===== src/design/aux_ctrl_pkg.sv =====
// constants, types and register map of the aux interrupt / offset control bank
// assumes one clock domain and an AHB-Lite master with 32-bit word transfers
// Behaviour
// - data-ready latched at 0, pulsed at 1
// - merge bit copies line B events onto A
// - offset-on-output adds user offset to output data
// - offset-on-wake offsets wakeup data only
// - offset weight 977 ug or 15.6 mg
// - highpass reference mode follows its bit, default off
// - orientation fed half-rate or second lowpass data
// - per-axis offsets are signed eight-bit values
package aux_ctrl_pkg;

   // ==========================================================
   // register indices, byte address is four times the index
   localparam logic [7:0] IDX_FILTER_SCALE = 8'h25;
   localparam logic [7:0] IDX_OUT_X = 8'h28;
   localparam logic [7:0] IDX_OUT_Y = 8'h2A;
   localparam logic [7:0] IDX_OUT_Z = 8'h2C;
   localparam logic [7:0] IDX_X_OFFSET = 8'h3C;
   localparam logic [7:0] IDX_Y_OFFSET = 8'h3D;
   localparam logic [7:0] IDX_Z_OFFSET = 8'h3E;
   localparam logic [7:0] IDX_CONTROL = 8'h3F;
   localparam logic [7:0] IDX_IRQ_STATUS = 8'h40;
   localparam logic [7:0] IDX_IRQ_MASK = 8'h41;

   // ==========================================================
   // field positions and reset values
   localparam int FILTER_PATH_BIT = 0;
   localparam logic [7:0] CONTROL_RESET = 8'h00;
   localparam logic [7:0] FILTER_RESET = 8'h00;
   localparam logic [7:0] OFFSET_RESET = 8'h00;
   localparam int STAT_READY = 0;
   localparam int STAT_SATURATE = 1;
   localparam int STAT_WIDTH = 2;
   localparam logic [STAT_WIDTH-1:0] STAT_RESET = 2'h0;

   // ==========================================================
   // offset weights, output data lsb is one light step
   localparam int OFFSET_W0_UG = 977;
   localparam int OFFSET_W1_UG = 15600;
   localparam int DATA_LSB_UG = 977;
   localparam int OFFSET_GAIN_W0 = (OFFSET_W0_UG + DATA_LSB_UG / 2) / DATA_LSB_UG;
   localparam int OFFSET_GAIN_W1 = (OFFSET_W1_UG + DATA_LSB_UG / 2) / DATA_LSB_UG;

   // ==========================================================
   // ahb-lite encodings
   localparam logic [2:0] HSIZE_WORD = 3'h2;
   localparam logic HRESP_OKAY = 1'h0;

   // ==========================================================
   // carriers
   typedef struct packed {
      logic ready_pulse_select;
      logic second_line_merge;
      logic interrupts_enable;
      logic offset_on_output;
      logic offset_on_wake_detect;
      logic offset_weight_select;
      logic highpass_reference_select;
      logic orientation_lowpass_select;
   } control_t;

   typedef struct packed {
      logic signed [15:0] x;
      logic signed [15:0] y;
      logic signed [15:0] z;
   } axes_t;

   typedef struct packed {
      logic signed [7:0] x;
      logic signed [7:0] y;
      logic signed [7:0] z;
   } offsets_t;

endpackage : aux_ctrl_pkg


===== src/design/offset_apply.sv =====
// adds weighted signed user offsets to three axes with saturation
// assumes inputs from logic on the same clock, purely combinational
module offset_apply
   import aux_ctrl_pkg::*;
(
   // data in
   input wire axes_t sample,
   input wire offsets_t offset,
   // settings
   input wire logic enable,
   input wire logic weight,
   // data out
   output axes_t result,
   output logic [2:0] saturated
);

   // ==========================================================
   // one axis: scale, add, clamp
   function automatic logic [16:0] apply_axis(input logic signed [15:0] s,
                                              input logic signed [7:0] o,
                                              input logic en,
                                              input logic w);
      logic signed [17:0] gain;
      logic signed [17:0] scaled;
      logic signed [17:0] sum;
      gain = w ? 18'(OFFSET_GAIN_W1) : 18'(OFFSET_GAIN_W0);
      scaled = en ? 18'(gain * 18'(o)) : 18'sh0;
      sum = 18'(s) + scaled;
      if (sum > 18'sh07FFF) begin
         apply_axis = {1'b1, 16'h7FFF};
      end else if (sum < -18'sh08000) begin
         apply_axis = {1'b1, 16'h8000};
      end else begin
         apply_axis = {1'b0, sum[15:0]};
      end
   endfunction : apply_axis

   logic [16:0] ax;
   logic [16:0] ay;
   logic [16:0] az;

   always_comb begin
      ax = apply_axis(sample.x, offset.x, enable, weight);
      ay = apply_axis(sample.y, offset.y, enable, weight);
      az = apply_axis(sample.z, offset.z, enable, weight);
      result = '{x: ax[15:0], y: ay[15:0], z: az[15:0]};
      saturated = {ax[16], ay[16], az[16]};
   end

endmodule : offset_apply


===== src/design/accel_aux_interrupt_offset_ctrl.sv =====
// aux interrupt and user offset control bank with its data and line logic
// assumes an AHB-Lite master and sensor logic, all on CLK_SYS
//
// Chosen here: register access over AHB-Lite.
module accel_aux_interrupt_offset_ctrl
   import aux_ctrl_pkg::*;
(
   // clock and reset
   input wire logic CLK_SYS,
   input wire logic RST,
   // ahb-lite slave
   input wire logic HSEL,
   input wire logic [31:0] HADDR,
   input wire logic [1:0] HTRANS,
   input wire logic HWRITE,
   input wire logic [2:0] HSIZE,
   input wire logic [31:0] HWDATA,
   input wire logic HREADY,
   output logic HREADYOUT,
   output logic HRESP,
   output logic [31:0] HRDATA,
   // sensor data in
   input wire logic SAMPLE_VALID,
   input wire axes_t SAMPLE,
   input wire axes_t ORIENT_HALF_ODR,
   input wire axes_t ORIENT_SECOND,
   // event functions routed to each line
   input wire logic LINE_A_EVENTS,
   input wire logic LINE_B_EVENTS,
   // data out
   output axes_t OUT_DATA,
   output axes_t WAKE_DATA,
   output axes_t ORIENT_DATA,
   // filter settings
   output logic HP_REF_ENABLE,
   output logic ORIENT_SECOND_SELECT,
   output logic FILTER_PATH_SELECT,
   // interrupt lines
   output logic INT_LINE_A,
   output logic INT_LINE_B,
   output logic IRQ
);

   // ==========================================================
   // state
   logic hreadyout;
   logic hresp;
   logic [31:0] hrdata;
   logic wr_pend;
   logic [7:0] wr_idx;
   control_t control;
   logic [7:0] filter_scale_control;
   offsets_t user_offset;
   axes_t out_data;
   axes_t wake_data;
   axes_t orient_data;
   logic ready_latched;
   logic ready_pulse;
   logic line_a;
   logic line_b;
   logic [STAT_WIDTH-1:0] irq_status;
   logic [STAT_WIDTH-1:0] irq_mask;
   logic irq;

   logic next_wr_pend;
   logic [7:0] next_wr_idx;
   logic [31:0] next_hrdata;
   control_t next_control;
   logic [7:0] next_filter_scale_control;
   offsets_t next_user_offset;
   axes_t next_out_data;
   axes_t next_wake_data;
   axes_t next_orient_data;
   logic next_ready_latched;
   logic next_ready_pulse;
   logic next_line_a;
   logic next_line_b;
   logic [STAT_WIDTH-1:0] next_irq_status;
   logic [STAT_WIDTH-1:0] next_irq_mask;
   logic next_irq;

   logic take;
   logic addr_hit;
   logic [7:0] addr_idx;
   logic rd_take;
   logic serviced;
   logic ready_level;
   logic [STAT_WIDTH-1:0] stat_set;
   logic [STAT_WIDTH-1:0] stat_clr;
   axes_t out_adj;
   axes_t wake_adj;
   logic [2:0] out_sat;
   logic [2:0] wake_sat;

   // ==========================================================
   // bus slave: zero wait, always okay
   always_comb begin
      take = HSEL && HREADY && HTRANS[1] && (HSIZE == HSIZE_WORD);
      addr_hit = (HADDR[31:10] == 22'h0) && (HADDR[1:0] == 2'h0);
      addr_idx = HADDR[9:2];
      rd_take = take && !HWRITE && addr_hit;
      next_wr_pend = take && HWRITE && addr_hit;
      next_wr_idx = addr_idx;
      next_hrdata = 32'h0;
      if (rd_take) begin
         if (addr_idx == IDX_CONTROL) begin
            next_hrdata = {24'h0, next_control};
         end else if (addr_idx == IDX_FILTER_SCALE) begin
            next_hrdata = {24'h0, next_filter_scale_control};
         end else if (addr_idx == IDX_X_OFFSET) begin
            next_hrdata = {24'h0, next_user_offset.x};
         end else if (addr_idx == IDX_Y_OFFSET) begin
            next_hrdata = {24'h0, next_user_offset.y};
         end else if (addr_idx == IDX_Z_OFFSET) begin
            next_hrdata = {24'h0, next_user_offset.z};
         end else if (addr_idx == IDX_OUT_X) begin
            next_hrdata = {16'h0, out_data.x};
         end else if (addr_idx == IDX_OUT_Y) begin
            next_hrdata = {16'h0, out_data.y};
         end else if (addr_idx == IDX_OUT_Z) begin
            next_hrdata = {16'h0, out_data.z};
         end else if (addr_idx == IDX_IRQ_STATUS) begin
            next_hrdata = {30'h0, next_irq_status};
         end else if (addr_idx == IDX_IRQ_MASK) begin
            next_hrdata = {30'h0, next_irq_mask};
         end else begin
            next_hrdata = 32'h0;
         end
      end
   end

   always_ff @(posedge CLK_SYS or posedge RST) begin
      if (RST) begin
         hreadyout <= 1'b0;
         hresp <= HRESP_OKAY;
         hrdata <= 32'h0;
         wr_pend <= 1'b0;
         wr_idx <= 8'h0;
      end else begin
         hreadyout <= 1'b1;
         hresp <= HRESP_OKAY;
         hrdata <= next_hrdata;
         wr_pend <= next_wr_pend;
         wr_idx <= next_wr_idx;
      end
   end

   // ==========================================================
   // configuration registers
   always_comb begin
      next_control = control;
      next_filter_scale_control = filter_scale_control;
      next_user_offset = user_offset;
      if (wr_pend) begin
         if (wr_idx == IDX_CONTROL) begin
            next_control = control_t'(HWDATA[7:0]);
         end else if (wr_idx == IDX_FILTER_SCALE) begin
            next_filter_scale_control = HWDATA[7:0];
         end else if (wr_idx == IDX_X_OFFSET) begin
            next_user_offset.x = HWDATA[7:0];
         end else if (wr_idx == IDX_Y_OFFSET) begin
            next_user_offset.y = HWDATA[7:0];
         end else if (wr_idx == IDX_Z_OFFSET) begin
            next_user_offset.z = HWDATA[7:0];
         end
      end
   end

   always_ff @(posedge CLK_SYS or posedge RST) begin
      if (RST) begin
         control <= control_t'(CONTROL_RESET);
         filter_scale_control <= FILTER_RESET;
         user_offset <= offsets_t'({3{OFFSET_RESET}});
      end else begin
         control <= next_control;
         filter_scale_control <= next_filter_scale_control;
         user_offset <= next_user_offset;
      end
   end

   // ==========================================================
   // data paths: output, wakeup, orientation
   offset_apply out_path (
      .sample(SAMPLE),
      .offset(user_offset),
      .enable(control.offset_on_output),
      .weight(control.offset_weight_select),
      .result(out_adj),
      .saturated(out_sat)
   );

   offset_apply wake_path (
      .sample(SAMPLE),
      .offset(user_offset),
      .enable(control.offset_on_wake_detect || control.offset_on_output),
      .weight(control.offset_weight_select),
      .result(wake_adj),
      .saturated(wake_sat)
   );

   always_comb begin
      next_out_data = out_data;
      next_wake_data = wake_data;
      if (SAMPLE_VALID) begin
         next_out_data = out_adj;
         next_wake_data = wake_adj;
      end
      if (control.orientation_lowpass_select) begin
         next_orient_data = ORIENT_SECOND;
      end else begin
         next_orient_data = ORIENT_HALF_ODR;
      end
   end

   always_ff @(posedge CLK_SYS or posedge RST) begin
      if (RST) begin
         out_data <= '0;
         wake_data <= '0;
         orient_data <= '0;
      end else begin
         out_data <= next_out_data;
         wake_data <= next_wake_data;
         orient_data <= next_orient_data;
      end
   end

   // ==========================================================
   // data-ready, lines and sticky status
   always_comb begin
      serviced = rd_take && ((addr_idx == IDX_OUT_X) || (addr_idx == IDX_OUT_Y)
                             || (addr_idx == IDX_OUT_Z));
      next_ready_latched = !control.ready_pulse_select
                           && ((ready_latched && !serviced) || SAMPLE_VALID);
      next_ready_pulse = SAMPLE_VALID && control.ready_pulse_select;
      ready_level = control.ready_pulse_select ? ready_pulse : ready_latched;
      next_line_a = control.interrupts_enable && (ready_level || LINE_A_EVENTS
                    || (control.second_line_merge && LINE_B_EVENTS));
      next_line_b = control.interrupts_enable && LINE_B_EVENTS;
      stat_set = '0;
      stat_set[STAT_READY] = SAMPLE_VALID;
      stat_set[STAT_SATURATE] = SAMPLE_VALID && (|out_sat);
      stat_clr = '0;
      next_irq_mask = irq_mask;
      if (wr_pend && (wr_idx == IDX_IRQ_STATUS)) begin
         stat_clr = HWDATA[STAT_WIDTH-1:0];
      end
      if (wr_pend && (wr_idx == IDX_IRQ_MASK)) begin
         next_irq_mask = HWDATA[STAT_WIDTH-1:0];
      end
      next_irq_status = (irq_status & ~stat_clr) | stat_set;
      next_irq = |(next_irq_status & next_irq_mask);
   end

   always_ff @(posedge CLK_SYS or posedge RST) begin
      if (RST) begin
         ready_latched <= 1'b0;
         ready_pulse <= 1'b0;
         line_a <= 1'b0;
         line_b <= 1'b0;
         irq_status <= STAT_RESET;
         irq_mask <= STAT_RESET;
         irq <= 1'b0;
      end else begin
         ready_latched <= next_ready_latched;
         ready_pulse <= next_ready_pulse;
         line_a <= next_line_a;
         line_b <= next_line_b;
         irq_status <= next_irq_status;
         irq_mask <= next_irq_mask;
         irq <= next_irq;
      end
   end

   // ==========================================================
   // outputs
   assign HREADYOUT = hreadyout;
   assign HRESP = hresp;
   assign HRDATA = hrdata;
   assign OUT_DATA = out_data;
   assign WAKE_DATA = wake_data;
   assign ORIENT_DATA = orient_data;
   assign HP_REF_ENABLE = control.highpass_reference_select;
   assign ORIENT_SECOND_SELECT = control.orientation_lowpass_select;
   assign FILTER_PATH_SELECT = filter_scale_control[FILTER_PATH_BIT];
   assign INT_LINE_A = line_a;
   assign INT_LINE_B = line_b;
   assign IRQ = irq;

   logic wr_ctrl;
   assign wr_ctrl = wr_pend && (wr_idx == IDX_CONTROL);
endmodule : accel_aux_interrupt_offset_ctrl


===== config.mk =====
export PLATFORM = sky130hd
export DESIGN_NAME = accel_aux_interrupt_offset_ctrl
export DESIGN_NICKNAME = d
export VERILOG_FILES = /design/src/design/aux_ctrl_pkg.sv /design/src/design/offset_apply.sv /design/src/design/accel_aux_interrupt_offset_ctrl.sv
export SDC_FILE = /design/constraint.sdc
export NUM_CORES = 1
export LEC_CHECK = 0
export BUFFER_PORTS_ARGS = -buffer_cell sky130_fd_sc_hd__buf_2
export CELL_PAD_IN_SITES_DETAIL_PLACEMENT = 0
export CELL_PAD_IN_SITES_GLOBAL_PLACEMENT = 1
export CORE_MARGIN = 5
export CORE_UTILIZATION = 40
export CTS_BUF_LIST = sky130_fd_sc_hd__clkbuf_2
export DETAILED_ROUTE_END_ITERATION = 7
export GPL_ROUTABILITY_DRIVEN = 0
export PLACE_DENSITY_LB_ADDON = 0.1
export SYNTH_ARGS = -nofsm -noshare
export SYNTH_HDL_FRONTEND = slang
export SYNTH_HIERARCHICAL = 1
export SYNTH_SLANG_ARGS = --single-unit
export TNS_END_PERCENT = 20

===== constraint.sdc =====
create_clock -name CLK_SYS -period 9.05 [get_ports CLK_SYS]
set_input_delay 1.3575 -clock CLK_SYS [delete_from_list [all_inputs] [get_ports CLK_SYS]]
set_output_delay 1.3575 -clock CLK_SYS [all_outputs]
set_load 0.01 [all_outputs]

# After elaboration in Yosys (flattened, before gate mapping)
# Index checks and enable logic that the tools add are counted.
# op_classes
eq_ne	18
addsub	6
mux	47
n_mul	3
bitwise	4
magnitude_cmp	12
n_reduce_logical	31
# op_table
op	n
$mux 16	16
$add 16x18->18	6
$gt 18x16->1 const B	6
$lt 18x16->1 const B	6
$mux 18	6
$eq 8x6->1 const B	13
$mux 17	6
$mux 24	3
$mux 8	9
$mux 48	1
$mul 6x8->14	3
$eq 8x7->1 const B	4
$logic_not 22->1	1
$logic_and 1x1->1	18
$mux 2	4
$logic_or 1x1->1	6
$mux 5	1
$and 2x2->2	2
$eq 3x2->1 const B	1
$logic_not 1->1	3
$reduce_or 3->1	1
$logic_not 2->1	1
$not 2->2	1
$or 2x2->2	1
other kinds (2)	2
# totals
ff_bits	235
output_inout_bits	184
in_bits	221
word_cells	153

# Depth between registers and ports, before layout
# Gate-level depths: netlist (run 1).
# depth
word_depth	20
ltp_mapped	26
mapped_depth_nobuf	24

# Hierarchy
# Netlist (run 1), hierarchy kept.
# modules_own_cells
module	n_inst	area_each_um2	seq_area_each_um2	cells_per_inst
accel_aux_interrupt_offset_ctrl	1	9048.7	5480.3	649
offset_apply at wake_path	1	4626.9	0.0	633
offset_apply at out_path	1	4460.5	0.0	601

# Worst setup path before layout (run 1)
# OpenSTA, ideal clock, no wires.
# synth_path
kind	reg-to-reg
start	register control[2] (netlist name)
end	register hrdata[1], in the netlist HRDATA[1]
stages_incl_launch_ff	26
setup_time_ns	0.111
required_time_ns	8.939
synth_period_minus_slack_ns	5.539
setup_slack_ns	3.511
t_arrival_ns	5.427
path_buffers	3
cell_sequence	dfrtp_1 -> buf_1 -> clkbuf_1 -> mux2_2 -> ha_1 -> ha_1 -> a21o_1 -> a21oi_1 -> a21oi_1 -> a21o_1 -> a21oi_1 -> xnor2_1 -> and2_1 -> ha_1 -> and2_0 -> buf_2 -> nand4_1 -> nor4b_1 -> nor2_4 -> o21ai_0 -> xnor2_1 -> o31a_1 -> a21oi_1 -> or3b_1 -> a31o_1 -> a2111oi_2
# synth_between
elab_chain_len	20
elab_cells_between_ends	35
classes_between	3 x add/sub; 3 x mul; 6 x order compare; 20 x mux; 1 x bitwise; 2 x reduce/logical
# synth_lines
item	line_no	source
from (decl)	accel_aux_interrupt_offset_ctrl.sv:51	control_t control;
from (signal assigned)	accel_aux_interrupt_offset_ctrl.sv:171	control <= control_t'(CONTROL_RESET);
from (signal assigned)	accel_aux_interrupt_offset_ctrl.sv:175	control <= next_control;
$mux 5 *	offset_apply.sv:26	gain = w ? 18'(OFFSET_GAIN_W1) : 18'(OFFSET_GAIN_W0);
$mul 6x8->14 *	offset_apply.sv:27	scaled = en ? 18'(gain * 18'(o)) : 18'sh0;
$mux 18 *	offset_apply.sv:27	
$add 16x18->18 *	offset_apply.sv:28	sum = 18'(s) + scaled;
$lt 18x16->1	offset_apply.sv:31	end else if (sum < -18'sh08000) begin
$mux 17	offset_apply.sv:31	
$mux 17 *	offset_apply.sv:29	if (sum > 18'sh07FFF) begin
via out_sat[1]	accel_aux_interrupt_offset_ctrl.sv:92	logic [2:0] out_sat;
[... 6 more ...]	--	
$mux 16 *	accel_aux_interrupt_offset_ctrl.sv:116	end else if (addr_idx == IDX_OUT_X) begin
$mux 16 *	accel_aux_interrupt_offset_ctrl.sv:114	end else if (addr_idx == IDX_Z_OFFSET) begin
$mux 16 *	accel_aux_interrupt_offset_ctrl.sv:112	end else if (addr_idx == IDX_Y_OFFSET) begin
$mux 16 *	accel_aux_interrupt_offset_ctrl.sv:110	end else if (addr_idx == IDX_X_OFFSET) begin
$mux 16 *	accel_aux_interrupt_offset_ctrl.sv:108	end else if (addr_idx == IDX_FILTER_SCALE) begin
$mux 16 *	accel_aux_interrupt_offset_ctrl.sv:106	if (addr_idx == IDX_CONTROL) begin
$mux 16 *	accel_aux_interrupt_offset_ctrl.sv:105	if (rd_take) begin
via next_hrdata[1]	accel_aux_interrupt_offset_ctrl.sv:67	logic [31:0] next_hrdata;
to (signal assigned)	accel_aux_interrupt_offset_ctrl.sv:142	hrdata <= next_hrdata;
to (decl)	accel_aux_interrupt_offset_ctrl.sv:48	logic [31:0] hrdata;
# The timed path passes the listed nets; every way through them passes the cells marked *.
# A chain may end at the register's enable or synchronous reset.

# Worst setup path in the final report (run 1)
# Same ends and word-level chain as after synthesis.

==> results of run 1 <==
## per-stage QoR
stage | util [%] | hold slack, ns | instance area [um^2] | setup WS [ns]
CTS | 46.67 | 0.4325 | 21040 | 2.608
finish | 46.71 | 0.5033 | 21060 | 2.621
global placement | 45.33 | 0.4677 | 20440 | 2.752
detailed placement | 45.33 | 0.4758 | 20440 | 2.621
floorplan | - | 0.4479 | 18280 | 1.700
global route | 46.70 | 0.5015 | 21050 | 2.125
## cell type report
cell class                 count  area [um^2]
sequential                   219         5483
antenna                        7        17.52
fill                        4528        24030
timing repair buffer         370         1874
inverter                      81        311.5
clock inverter                20        126.4
tap                          600        750.7
multi-input combinational   1539        12020
clock buffer                  95        475.5
## registers in the layout (all words and copies together) (netlist names), 2 cells and up
signal,flops
ORIENT_DATA,48
OUT_DATA,48
WAKE_DATA,48
user_offset,24
HRDATA,16
filter_scale_control,8
wr_idx,8
control,6
irq_mask,2
irq_status,2
## final timing paths
kind,start,end,cells past startpoint
min in group asynchronous,RST,ORIENT_DATA[12],2
hold / removal,WAKE_DATA[14],WAKE_DATA[14],1
max in group asynchronous,RST,user_offset[12],3
setup reg to reg,control[2],HRDATA[1],24
hold reg to reg,WAKE_DATA[14],WAKE_DATA[14],1
setup / recovery,control[2],HRDATA[1],24
## cell usage in the layout (no fill, tap or decap), types with 59 or more instances in the layout
cell / instances
ha_1: 172
dfrtp_1: 217
o21ai_0: 70
xnor2_1: 59
a21o_1: 62
nand2_1: 109
and2_1: 92
buf_2: 361
a21oi_1: 144
mux2_2: 180
nor2_1: 111
inv_1: 80
clkbuf_2: 95
## metal layers
metal	wire length [um]	share of wire, %	track usage (%)	vias to the layer above
met4	1122	1.9	6.621	10
met1	26120	44	30.60	7372
met5	69	0.12	0	-
li1	-	-	-	7567
met2	27710	47	38.13	464
met3	4385	7.4	6.566	69
## where the power goes
group	switching [mW]	internal (mW)
clock	0.473	0.315
sequential	0.0732	1.07
combinational	0.400	0.300
==> results summary, run 1 <==
The latest clock arrival within the worst-skew pair is roughly 0.99 ns. Data on the critical path is required at its endpoint by around 9.9 ns. Max-cap violations in this run came to 0. The cts-stage hold buffer count is 0.

The number of placed instances, taps included, is about 2800. The count of buffers added by post-CTS timing repair for setup came out at 0. The count of input and output buffers came out at 362. Entering global routing, the biggest net connects between 100 and 150 pins.

The initial utilization of the core area, before any placement, comes to 40.15%. The number of global-route vias before repair is between 15000 and 20000. STA classifies the critical path endpoint as a flop. TritonCTS created 66 clock buffers. The slowest cell on the critical path is dfrtp_2.

The number of buffers on the longest clock path came out at 3. The number of instances resized during post-cts repair is 0. The normalized max-slew margin is roughly a fifth.

The TritonCTS sink count came out at 219. The DRC violation count after routing came out at 0. The horizontal die dimension is between 200 and 250 um.

The height of the die came out at around 220 um. Relative to the synthesized area, the layout overhead comes to 16.33%. The class of the tightest hold or removal check is reg -> reg.

The number of slew-limit violations in the final report was 0. The CTS tree is done. The detailed router finished its first iteration with roughly 780 violations. The number of buffers and inverters on the critical path is 1. The final instance count without filler cells came out at just under 3000. The global-route wire length before repair came out at roughly 91 mm.

Of all nets on the critical path, the largest fanout is 42. The total number of vias came out at about 15000. The overall routing resource usage came out at 23.41%. The post-route total power came out at 2.632 mW. Traced cell by cell, the critical path runs through buf_4, nand2b_1, nand2_1, ha_1, ha_1, a21o_1, a21oi_1, a21oi_1, a21o_1, a21oi_1, xnor2_1, and2_1, ha_1, and2_0, nand4_1, nor4b_1, nor2_4, o21ai_0, xnor2_1, o31a_1, a21oi_1, or3b_1, a31o_1, a2111oi_2. In the final routed layout, each cell accounts on average for a little over 20 um. The area enclosed by the die boundary is 0.04961 mm^2.

The global route total overflow is 0. The cell at the root of the clock tree is clkbuf_2. The run finished with clean final reports.

The share of final-layout standard cells stronger than drive strength 1 is 30.85%. The core region is 0.04509 mm^2. Summed over all layers, the routed wires come to 59.41 mm. The number of setup violations in the final report is 0. The clock arrives with 0.08872 ns of skew. The upper clock frequency limit came out at roughly 160 MHz. The post-layout minimum cycle time is roughly 6.4 ns. STA classifies the critical path startpoint as a flop. The count of boundary I/O pins is 405.

The final critical-path share of the clock period is ~71%. The data arrival time of the worst path is roughly 7.3 ns. The most common cell type on the critical path is a21oi_1.

The final layout net count is roughly 2700. The average instance area after synthesis came out at about 9.6 um^2. The Yosys warning count is 6. On the worst path, the slowest cell contributes a delay of 0.67 ns. The number of H-tree branching levels came out at 3. The total power density per cell area is ~120 mW/mm^2. In the routed layout, each cell is associated on average with a via count of between 5 and 6.

The number of instances in the synthesized netlist came out at between 1500 and 2000. The number of antenna violations at the first check in global routing came out at 11. The clock edge transition at the registers on the reported setup and hold paths came out at ~0.10 ns. The row count came out at 78. After synthesis the cells add up to 0.01810 mm^2. The maximum ir drop on the vdd rail came out at around 0.000091 V. The detailed-placement wirelength estimate came out at between 40 and 50 mm. Setup repair after global routing left no endpoint under its margin. The setup slack on the worst flop-to-flop path is about 2.6 ns.

The cell family contributing the most delay on the critical path is simple AND/OR/NAND/NOR gates. The transition time of the tightest slew-check pin is around 1.2 ns. The static leakage came out at approximately 11 nW.

The startpoint-to-endpoint class of the critical path is reg -> reg. The total count of hold-check failures in the final report came out at 0. In this run the remaining antenna-violating nets after routing total 0. The number of iterations in the first detailed-routing pass came out at 5. The final sum of negative setup slack is 0 ns.
Note: power is estimated with default switching activity, not from simulation.
==> inputs of run 2 (changes only) <==
- ABC_AREA: not set -> 1
- clock period: 9.05 -> 6.4 ns (I/O delays scaled with it)
==> run 2 against run 1 <==
Effect of this change:
- global-route usage fell by 0.59 points
- via count rose by 20%
- critical endpoint unchanged
- combinational power rose by 12%
- count of clock-buffer cells in the layout fell by 8
- area after synthesis rose by 4.3%
- clock skew fell by 0.020 ns
- the run now ends with design-rule violations left
==> results summary, run 2 <==
The placeable core region is between 0.04 and 0.05 mm^2. The final sum of negative setup slack came out at 0 ns. The pin count of the biggest net entering global routing came out at 135. STA classifies the critical path endpoint as a flop. The number of antenna violations at the first check in global routing is 3. The checks that failed: design-rule violations. The total number of vias came out at between 15000 and 20000. TritonCTS created slightly above 60 clock buffers. Setup repair after global routing left no endpoint under its margin. The total power density per cell area is between 150 and 200 mW/mm^2. The number of H-tree branching levels is 2. The number of global-route vias before repair came to 17980. The DRC violation count after routing is 6. The relative area change from synthesis to final layout came out at 15.43%.

In the final layout, the share of cells above drive strength 1 is between 15 and 20%. The largest clock skew in the final design is just under 0.07 ns. The depth of the worst register-to-register path came out at 30.

For the pin with the worst max-slew slack, the measured transition is roughly 0.9 ns. In the layout the commonest cells are nand2_1, inv_1, buf_2. The data arrival time of the worst path came out at between 5 and 6 ns. The largest fanout on the critical path came out at 16.

The flow ran to the end, but the final reports show violations. The clock edge transition at the registers on the reported setup and hold paths is 0.11 ns. The latest clock arrival within the worst-skew pair is just over 1 ns. In this run, placement finished with an instance count of between 3000 and 4000. The logic depth of the worst setup path including buffers came out at 30. The total count of hold-check failures in the final report came to 0. The number of vias per cell after detailed routing came out at between 4 and 5. Summing internal, switching and leakage power gives ~3.3 mW. The global route total overflow is 0.

The count of boundary I/O pins is slightly above 400. Leaving out fill and tap cells, the most frequent cell in the layout is nand2_1. The post-layout minimum cycle time is 5.053 ns.

The final instance count without filler cells came out at around 3800. The floorplan step set the die height to 227.3 um. The average instance area after synthesis is between 6 and 7 um^2. The number of iterations in the first detailed-routing pass came out at 8. The count of fill cells added during filler insertion came out at between 5000 and 6000.

The number of instances in the synthesized netlist is between 2000 and 3000. The final layout net count came out at ~3600. The overall routing resource usage came out at a little under a quarter. The Yosys step of the flow raised 6 warnings. The kind of cell adding the most delay to the critical path is simple AND/OR/NAND/NOR gates. The category of the worst setup path launch point is a flop. The static leakage is ~13 nW.

Once layout is complete, the utilization of the core stands at 46.73%. The row count is 79. In this run, the number of DRC markers left after iteration 0 of detailed routing was between 1000 and 1500. The detail-routed net length per standard cell came out at 16.15 um. The largest individual stage delay along the critical path comes from the cell fa_1. The first global-routing pass estimated approximately 94 mm of wire. TritonCTS built the clock tree.

The area enclosed by the die boundary is 0.05166 mm^2. Counting stages on the worst path, the most repeated cell is nand2_1. CTS saw approximately 220 sinks. The cell at the root of the clock tree is clkbuf_2. The total detailed-routing wirelength came out at between 60 and 70 mm. The total standard cell area after synthesis came out at about 0.019 mm^2. The maximum ir drop on the vdd rail came out at between 0.00009 and 0.0001 V. The detailed-placement wirelength estimate is 50.13 mm. At the worst endpoint, the required time is 7.30 ns. The number of instances resized during post-cts repair came out at 0. The count of buffers added on input and output ports is approximately 360. Across the run, the number of max-cap violations was 0. In the final layout, flip-flops and latches occupy 0.005482 mm^2. The detail route stage leaves a number of antenna-violating nets equal to 0. The number of slew-limit violations in the final report is 0. The worst path uses between 70% and 80% of the clock period. The maximum cell stage delay along the critical path is ~0.47 ns. The upper clock frequency limit came out at just under 200 MHz.

The horizontal die dimension is approximately 230 um. The number of setup violations in the final report is 0. The normalized max-slew margin is 38.94%. Counting both buffers and inverters, the worst setup path holds a total of 1.

In the final layout, the multi-input gates occupy 0.01168 mm^2. The class of the tightest hold or removal check is in -> async. The starting density of the core is around two fifths. The worst setup path is of the reg -> reg kind.

No sink is reached through more buffers than the 3 on the longest clock path.
[run 2: final timing paths]
path	from	to	slack, ns
min in group CLK_SYS	HADDR[6]	wr_idx[4]	0.16
setup / recovery	control[2]	HRDATA[1]	1.35
hold / removal	RST	ORIENT_DATA[24]	0.13
max in group asynchronous	RST	WAKE_DATA[47]	5.06
hold reg to reg	WAKE_DATA[31]	WAKE_DATA[31]	0.47
setup reg to reg	control[2]	HRDATA[1]	1.35
[run 2: layout make-up]
cell class | count | share of cell area (%)
antenna | 2 | 0.02296
clock buffer | 87 | 1.997
clock inverter | 18 | 0.3845
inverter | 374 | 6.480
multi-input combinational | 2112 | 53.57
sequential | 219 | 25.14
tap | 607 | 3.484
timing repair buffer | 376 | 8.919
[run 2: routing by layer]
layer,global-route usage [%],vias up,wire [um]
met2,40.35,425,30560
li1,-,9430,-
met1,29.79,8674,26490
met4,5.401,2,1375
met3,3.043,87,2865
met5,0,-,11
[run 2: metrics by stage]
stage	setup slack (ns)	hold slack [ns]	cell area (um^2)
5_1_grt	0.8259	0.03682	21800
2_1_floorplan	1.992	0.4307	19060
3_3_place_gp	1.405	0.4486	21230
6_report	1.347	0.1316	21800
3_5_place_dp	1.366	0.4540	21230
4_1_cts	1.353	0.01177	21800
[run 2: worst register-to-register path, delay by kind of cell (launching register included)]
kind                       cells  cell delay (ns)
AOI/OAI and AO/OA              9             1.54
DFF                            1             0.46
adders and majority gates      3             1.15
buffers and inverters          1             0.18
and+or+nand+nor               17             1.66
[run 2: repair_timing]
| action | 4_1_cts | 5_1_grt |
|---|---|---|
| endpoints found under the hold margin | 5 | 0 |
| hold buffers | 5 | 0 |
| setup buffers | 0 | 0 |
[run 2: where the power goes]
group	switching, mW	leakage [nW]	internal (mW)	total, mW
Sequential	0.0647	2.57	1.48	1.54
Combinational	0.497	10.3	0.287	0.785
Clock	0.639	0.407	0.370	1.01
Total	1.20	13.3	2.13	3.33
==> inputs of run 3 (changes only) <==
- clock period: 6.4 -> 4.75 ns (I/O delays scaled with it)
==> run 3 against run 2 <==
Effect of this change:
- the flow now finishes without violations
- combinational power rose by 52%
- critical path depth stayed put
- highest routed layer is now met4
- utilization grew 3.4 points
- flip-flop and latch count is the same
- setup slack worse by 1.1 ns
- largest cell class unchanged
- die area unchanged
- clock power grew 40%
- register-to-register slack got worse by 1.1 ns
- cell area increased by 7.4%
- non-clock buffer count grew 147
==> results summary, run 3 (synthesis results as in run 2) <==
The largest single stage delay on the critical path is about 0.50 ns. The upper clock frequency limit is around 220 MHz. The normalized max-slew margin came out at about a quarter. Clock tree synthesis selected as its root buffer the cell clkbuf_2. The final critical path takes up between 90% and 100% of the cycle. For the worst setup path, the data arrival time is approximately 5.4 ns. The pin count of the biggest net entering global routing is between 70 and 80.

The number of iterations in the first detailed-routing pass is 8. The final standard cell area without fillers came out at between 0.02 and 0.025 mm^2. The clock network burns between 30% and 40% of the power.

The CTS tree is done. STA classifies the critical path endpoint as a flop. At the end of the flow, the number of nets in the layout was between 3000 and 4000.

In this run the critical register-to-register path is launched from control[2]. The number of slew-limit violations in the final report came to 0. The worst register-to-register path has a setup slack of 0.29 ns.

In this run the power spent charging and discharging nets is approximately 1.7 mW. The slowest stage of the critical path is the dfrtp_2 cell. The sequential cell area is 0.005483 mm^2. The data required time of the critical path is 5.67 ns. The TritonCTS sink count came out at 219.

The placement-stage cell area is ~0.021 mm^2. The multi-input combinational cell area came out at 0.01180 mm^2. The path class of the tightest hold or removal check is in -> reg. The number of buffers on the longest clock path came out at 3.

The startpoint-to-endpoint class of the critical path is reg -> reg. The detailed-placement wirelength estimate is 51.22 mm. The launch point of the worst path is control[2]. The count of input and output buffers is 362. The number of vias per cell after detailed routing came out at between 4 and 5. The clock edge transition at the registers on the reported setup and hold paths came out at roughly 0.12 ns. Sequential cells burn ~45% of the power. The count of fill cells added during filler insertion is ~4900. 405 I/O pins were placed. The row count came out at 79. The fraction of the core area covered by cells at the end of the flow is between 50% and 60%. The DRC violation count after routing is 0. The floorplan step set the die width to roughly 230 um.

The total power density per cell area came out at around 200 mW/mm^2. The run finished with clean final reports. The number of global-route vias before repair came to 18820.

The relative area change from synthesis to final layout came out at 23.95%. The number of H-tree branching levels is 2. The depth of the worst register-to-register path is 30. The total detailed-routing wirelength is roughly 64 mm. At the later pin of the worst-skew pair, clock insertion delay measures 1.05 ns.

The most common cell type on the critical path is nand2_1. The number of buffers created by CTS is 61. The number of maximum-capacitance constraint violations is 0. The detailed router placed between 15000 and 20000 vias in this run.

The maximum ir drop on the vdd rail came out at about 0.00016 V. The internal power of the cells came out at 3.003 mW. The part of the total power dissipated in combinational logic is around a quarter. The detail-routed net length per standard cell is roughly 16 um. The library cell used most frequently in the layout, excluding fill and tap cells, is nand2_1. The post-layout minimum cycle time came out at 4.457 ns.

Of the total power, the share spent switching nets is between 30% and 40%. The post-route total power came out at around 4.7 mW. In this run the worst path has a maximum fanout of 16.

In this run the standard cell core region covers around 0.047 mm^2. In the layout the commonest cells are nand2_1, inv_1, buf_2. The static leakage is approximately 14 nW. Setup repair after global routing could not meet its margin everywhere.

The number of antenna violations at the first check in global routing was 1. The first global-routing pass estimated between 90 and 100 mm of wire. The die covers 0.05166 mm^2. The worst setup path is launched from a flop.

The worst hold path begins at SAMPLE_VALID. The share of final-layout standard cells stronger than drive strength 1 came out at roughly a fifth. The global route total overflow came out at 0. For the pin with the worst max-slew slack, the measured transition is about 1.1 ns.

In this run the remaining antenna-violating nets after routing total 0. The total count of hold-check failures in the final report came out at 0. The largest clock skew in the final design came out at approximately 0.11 ns. The depth of the worst hold-timing path came out at 3. The number of setup violations in the final report is 0. The starting density of the core came out at about two fifths.

The starting DRC count in detailed routing came out at approximately 1100. The overall routing resource usage came out at roughly a quarter. The height of the die came out at ~230 um.
## run 3: cell types whose count changed in the layout (fill, tap and decap cells not counted), moves of 4 or more
| cell | previous run | this run |
|---|---|---|
| clkbuf_2 | 87 | 81 |
| clkinv_1 | 11 | 19 |
| buf_12 | 1 | 5 |
| nand2_1 | 1031 | 1027 |
| dlygate4sd3_1 | 5 | 117 |
| buf_4 | 9 | 38 |
| a21oi_2 | 6 | 12 |
| a21oi_1 | 158 | 152 |
## run 3: worst max-delay path: cells and delay by family (launching register included)
kind / cells / cell delay [ns]
AND/OR/NAND/NOR: 15 / 1.29
flip-flops: 1 / 0.50
adder cells (fa/ha/maj): 4 / 1.11
AO/OA/AOI/OAI: 7 / 1.03
buffers and inverters: 4 / 0.42
## run 3: per-stage QoR
| step | TNS, ns | std cells | hold WS [ns] | setup slack (ns) |
|---|---|---|---|---|
| 2_1_floorplan | 0 | 2783 | 0.4307 | 0.3416 |
| 3_3_place_gp | -0.03949 | 3711 | 0.4518 | -0.03949 |
| 3_5_place_dp | -0.02814 | 3711 | 0.4548 | -0.02814 |
| 4_1_cts | 0 | 3934 | 0.08981 | 0.06312 |
| 5_1_grt | -0.1854 | 3942 | 0.1699 | -0.05793 |
| 6_report | 0 | 3943 | 0.2136 | 0.2928 |
## run 3: power by group through the flow
stage	registers (mW)	clock network, mW	logic, mW
floorplan	2.15	0	0.597
finish	2.09	1.41	1.19
CTS	2.09	1.46	1.17
detailed placement	2.12	0	1.08
global placement	2.12	0	1.07
global route	2.10	1.56	1.32
## run 3: worst paths after layout
check,endpoint
min in group asynchronous,ORIENT_DATA[35]
max in group asynchronous,ORIENT_SECOND_SELECT
max,HRDATA[1]
min,WAKE_DATA[40]
min reg2reg,INT_LINE_B
max reg2reg,HRDATA[1]
## run 3: layer usage
layer	track usage [%]	vias to the layer above	wire length, um
met2	41.28	476	31930
met3	2.721	113	2831
met4	7.562	0	1991
met1	31.33	8923	27720
li1	-	9727	-
met5	0	-	0
## run 3: timing repair
item                                    in CTS  in global routing
resized for setup                            3                 32
cloned                                       0                  1
endpoints found under the setup margin       1                 28
endpoints found under the hold margin      116                  0
hold buffers                               117                  0
setup buffers                                0                  6
pin swaps                                    0                 10
## run 3: final cells by class
cell class	count	area share, %
Sequential cell	219	23.42
Inverter	374	6.066
Timing Repair Buffer	523	14.52
Clock inverter	25	0.5986
Antenna cell	2	0.02138
Clock buffer	81	1.732
Multi-Input combinational cell	2112	50.40
Tap cell	607	3.244
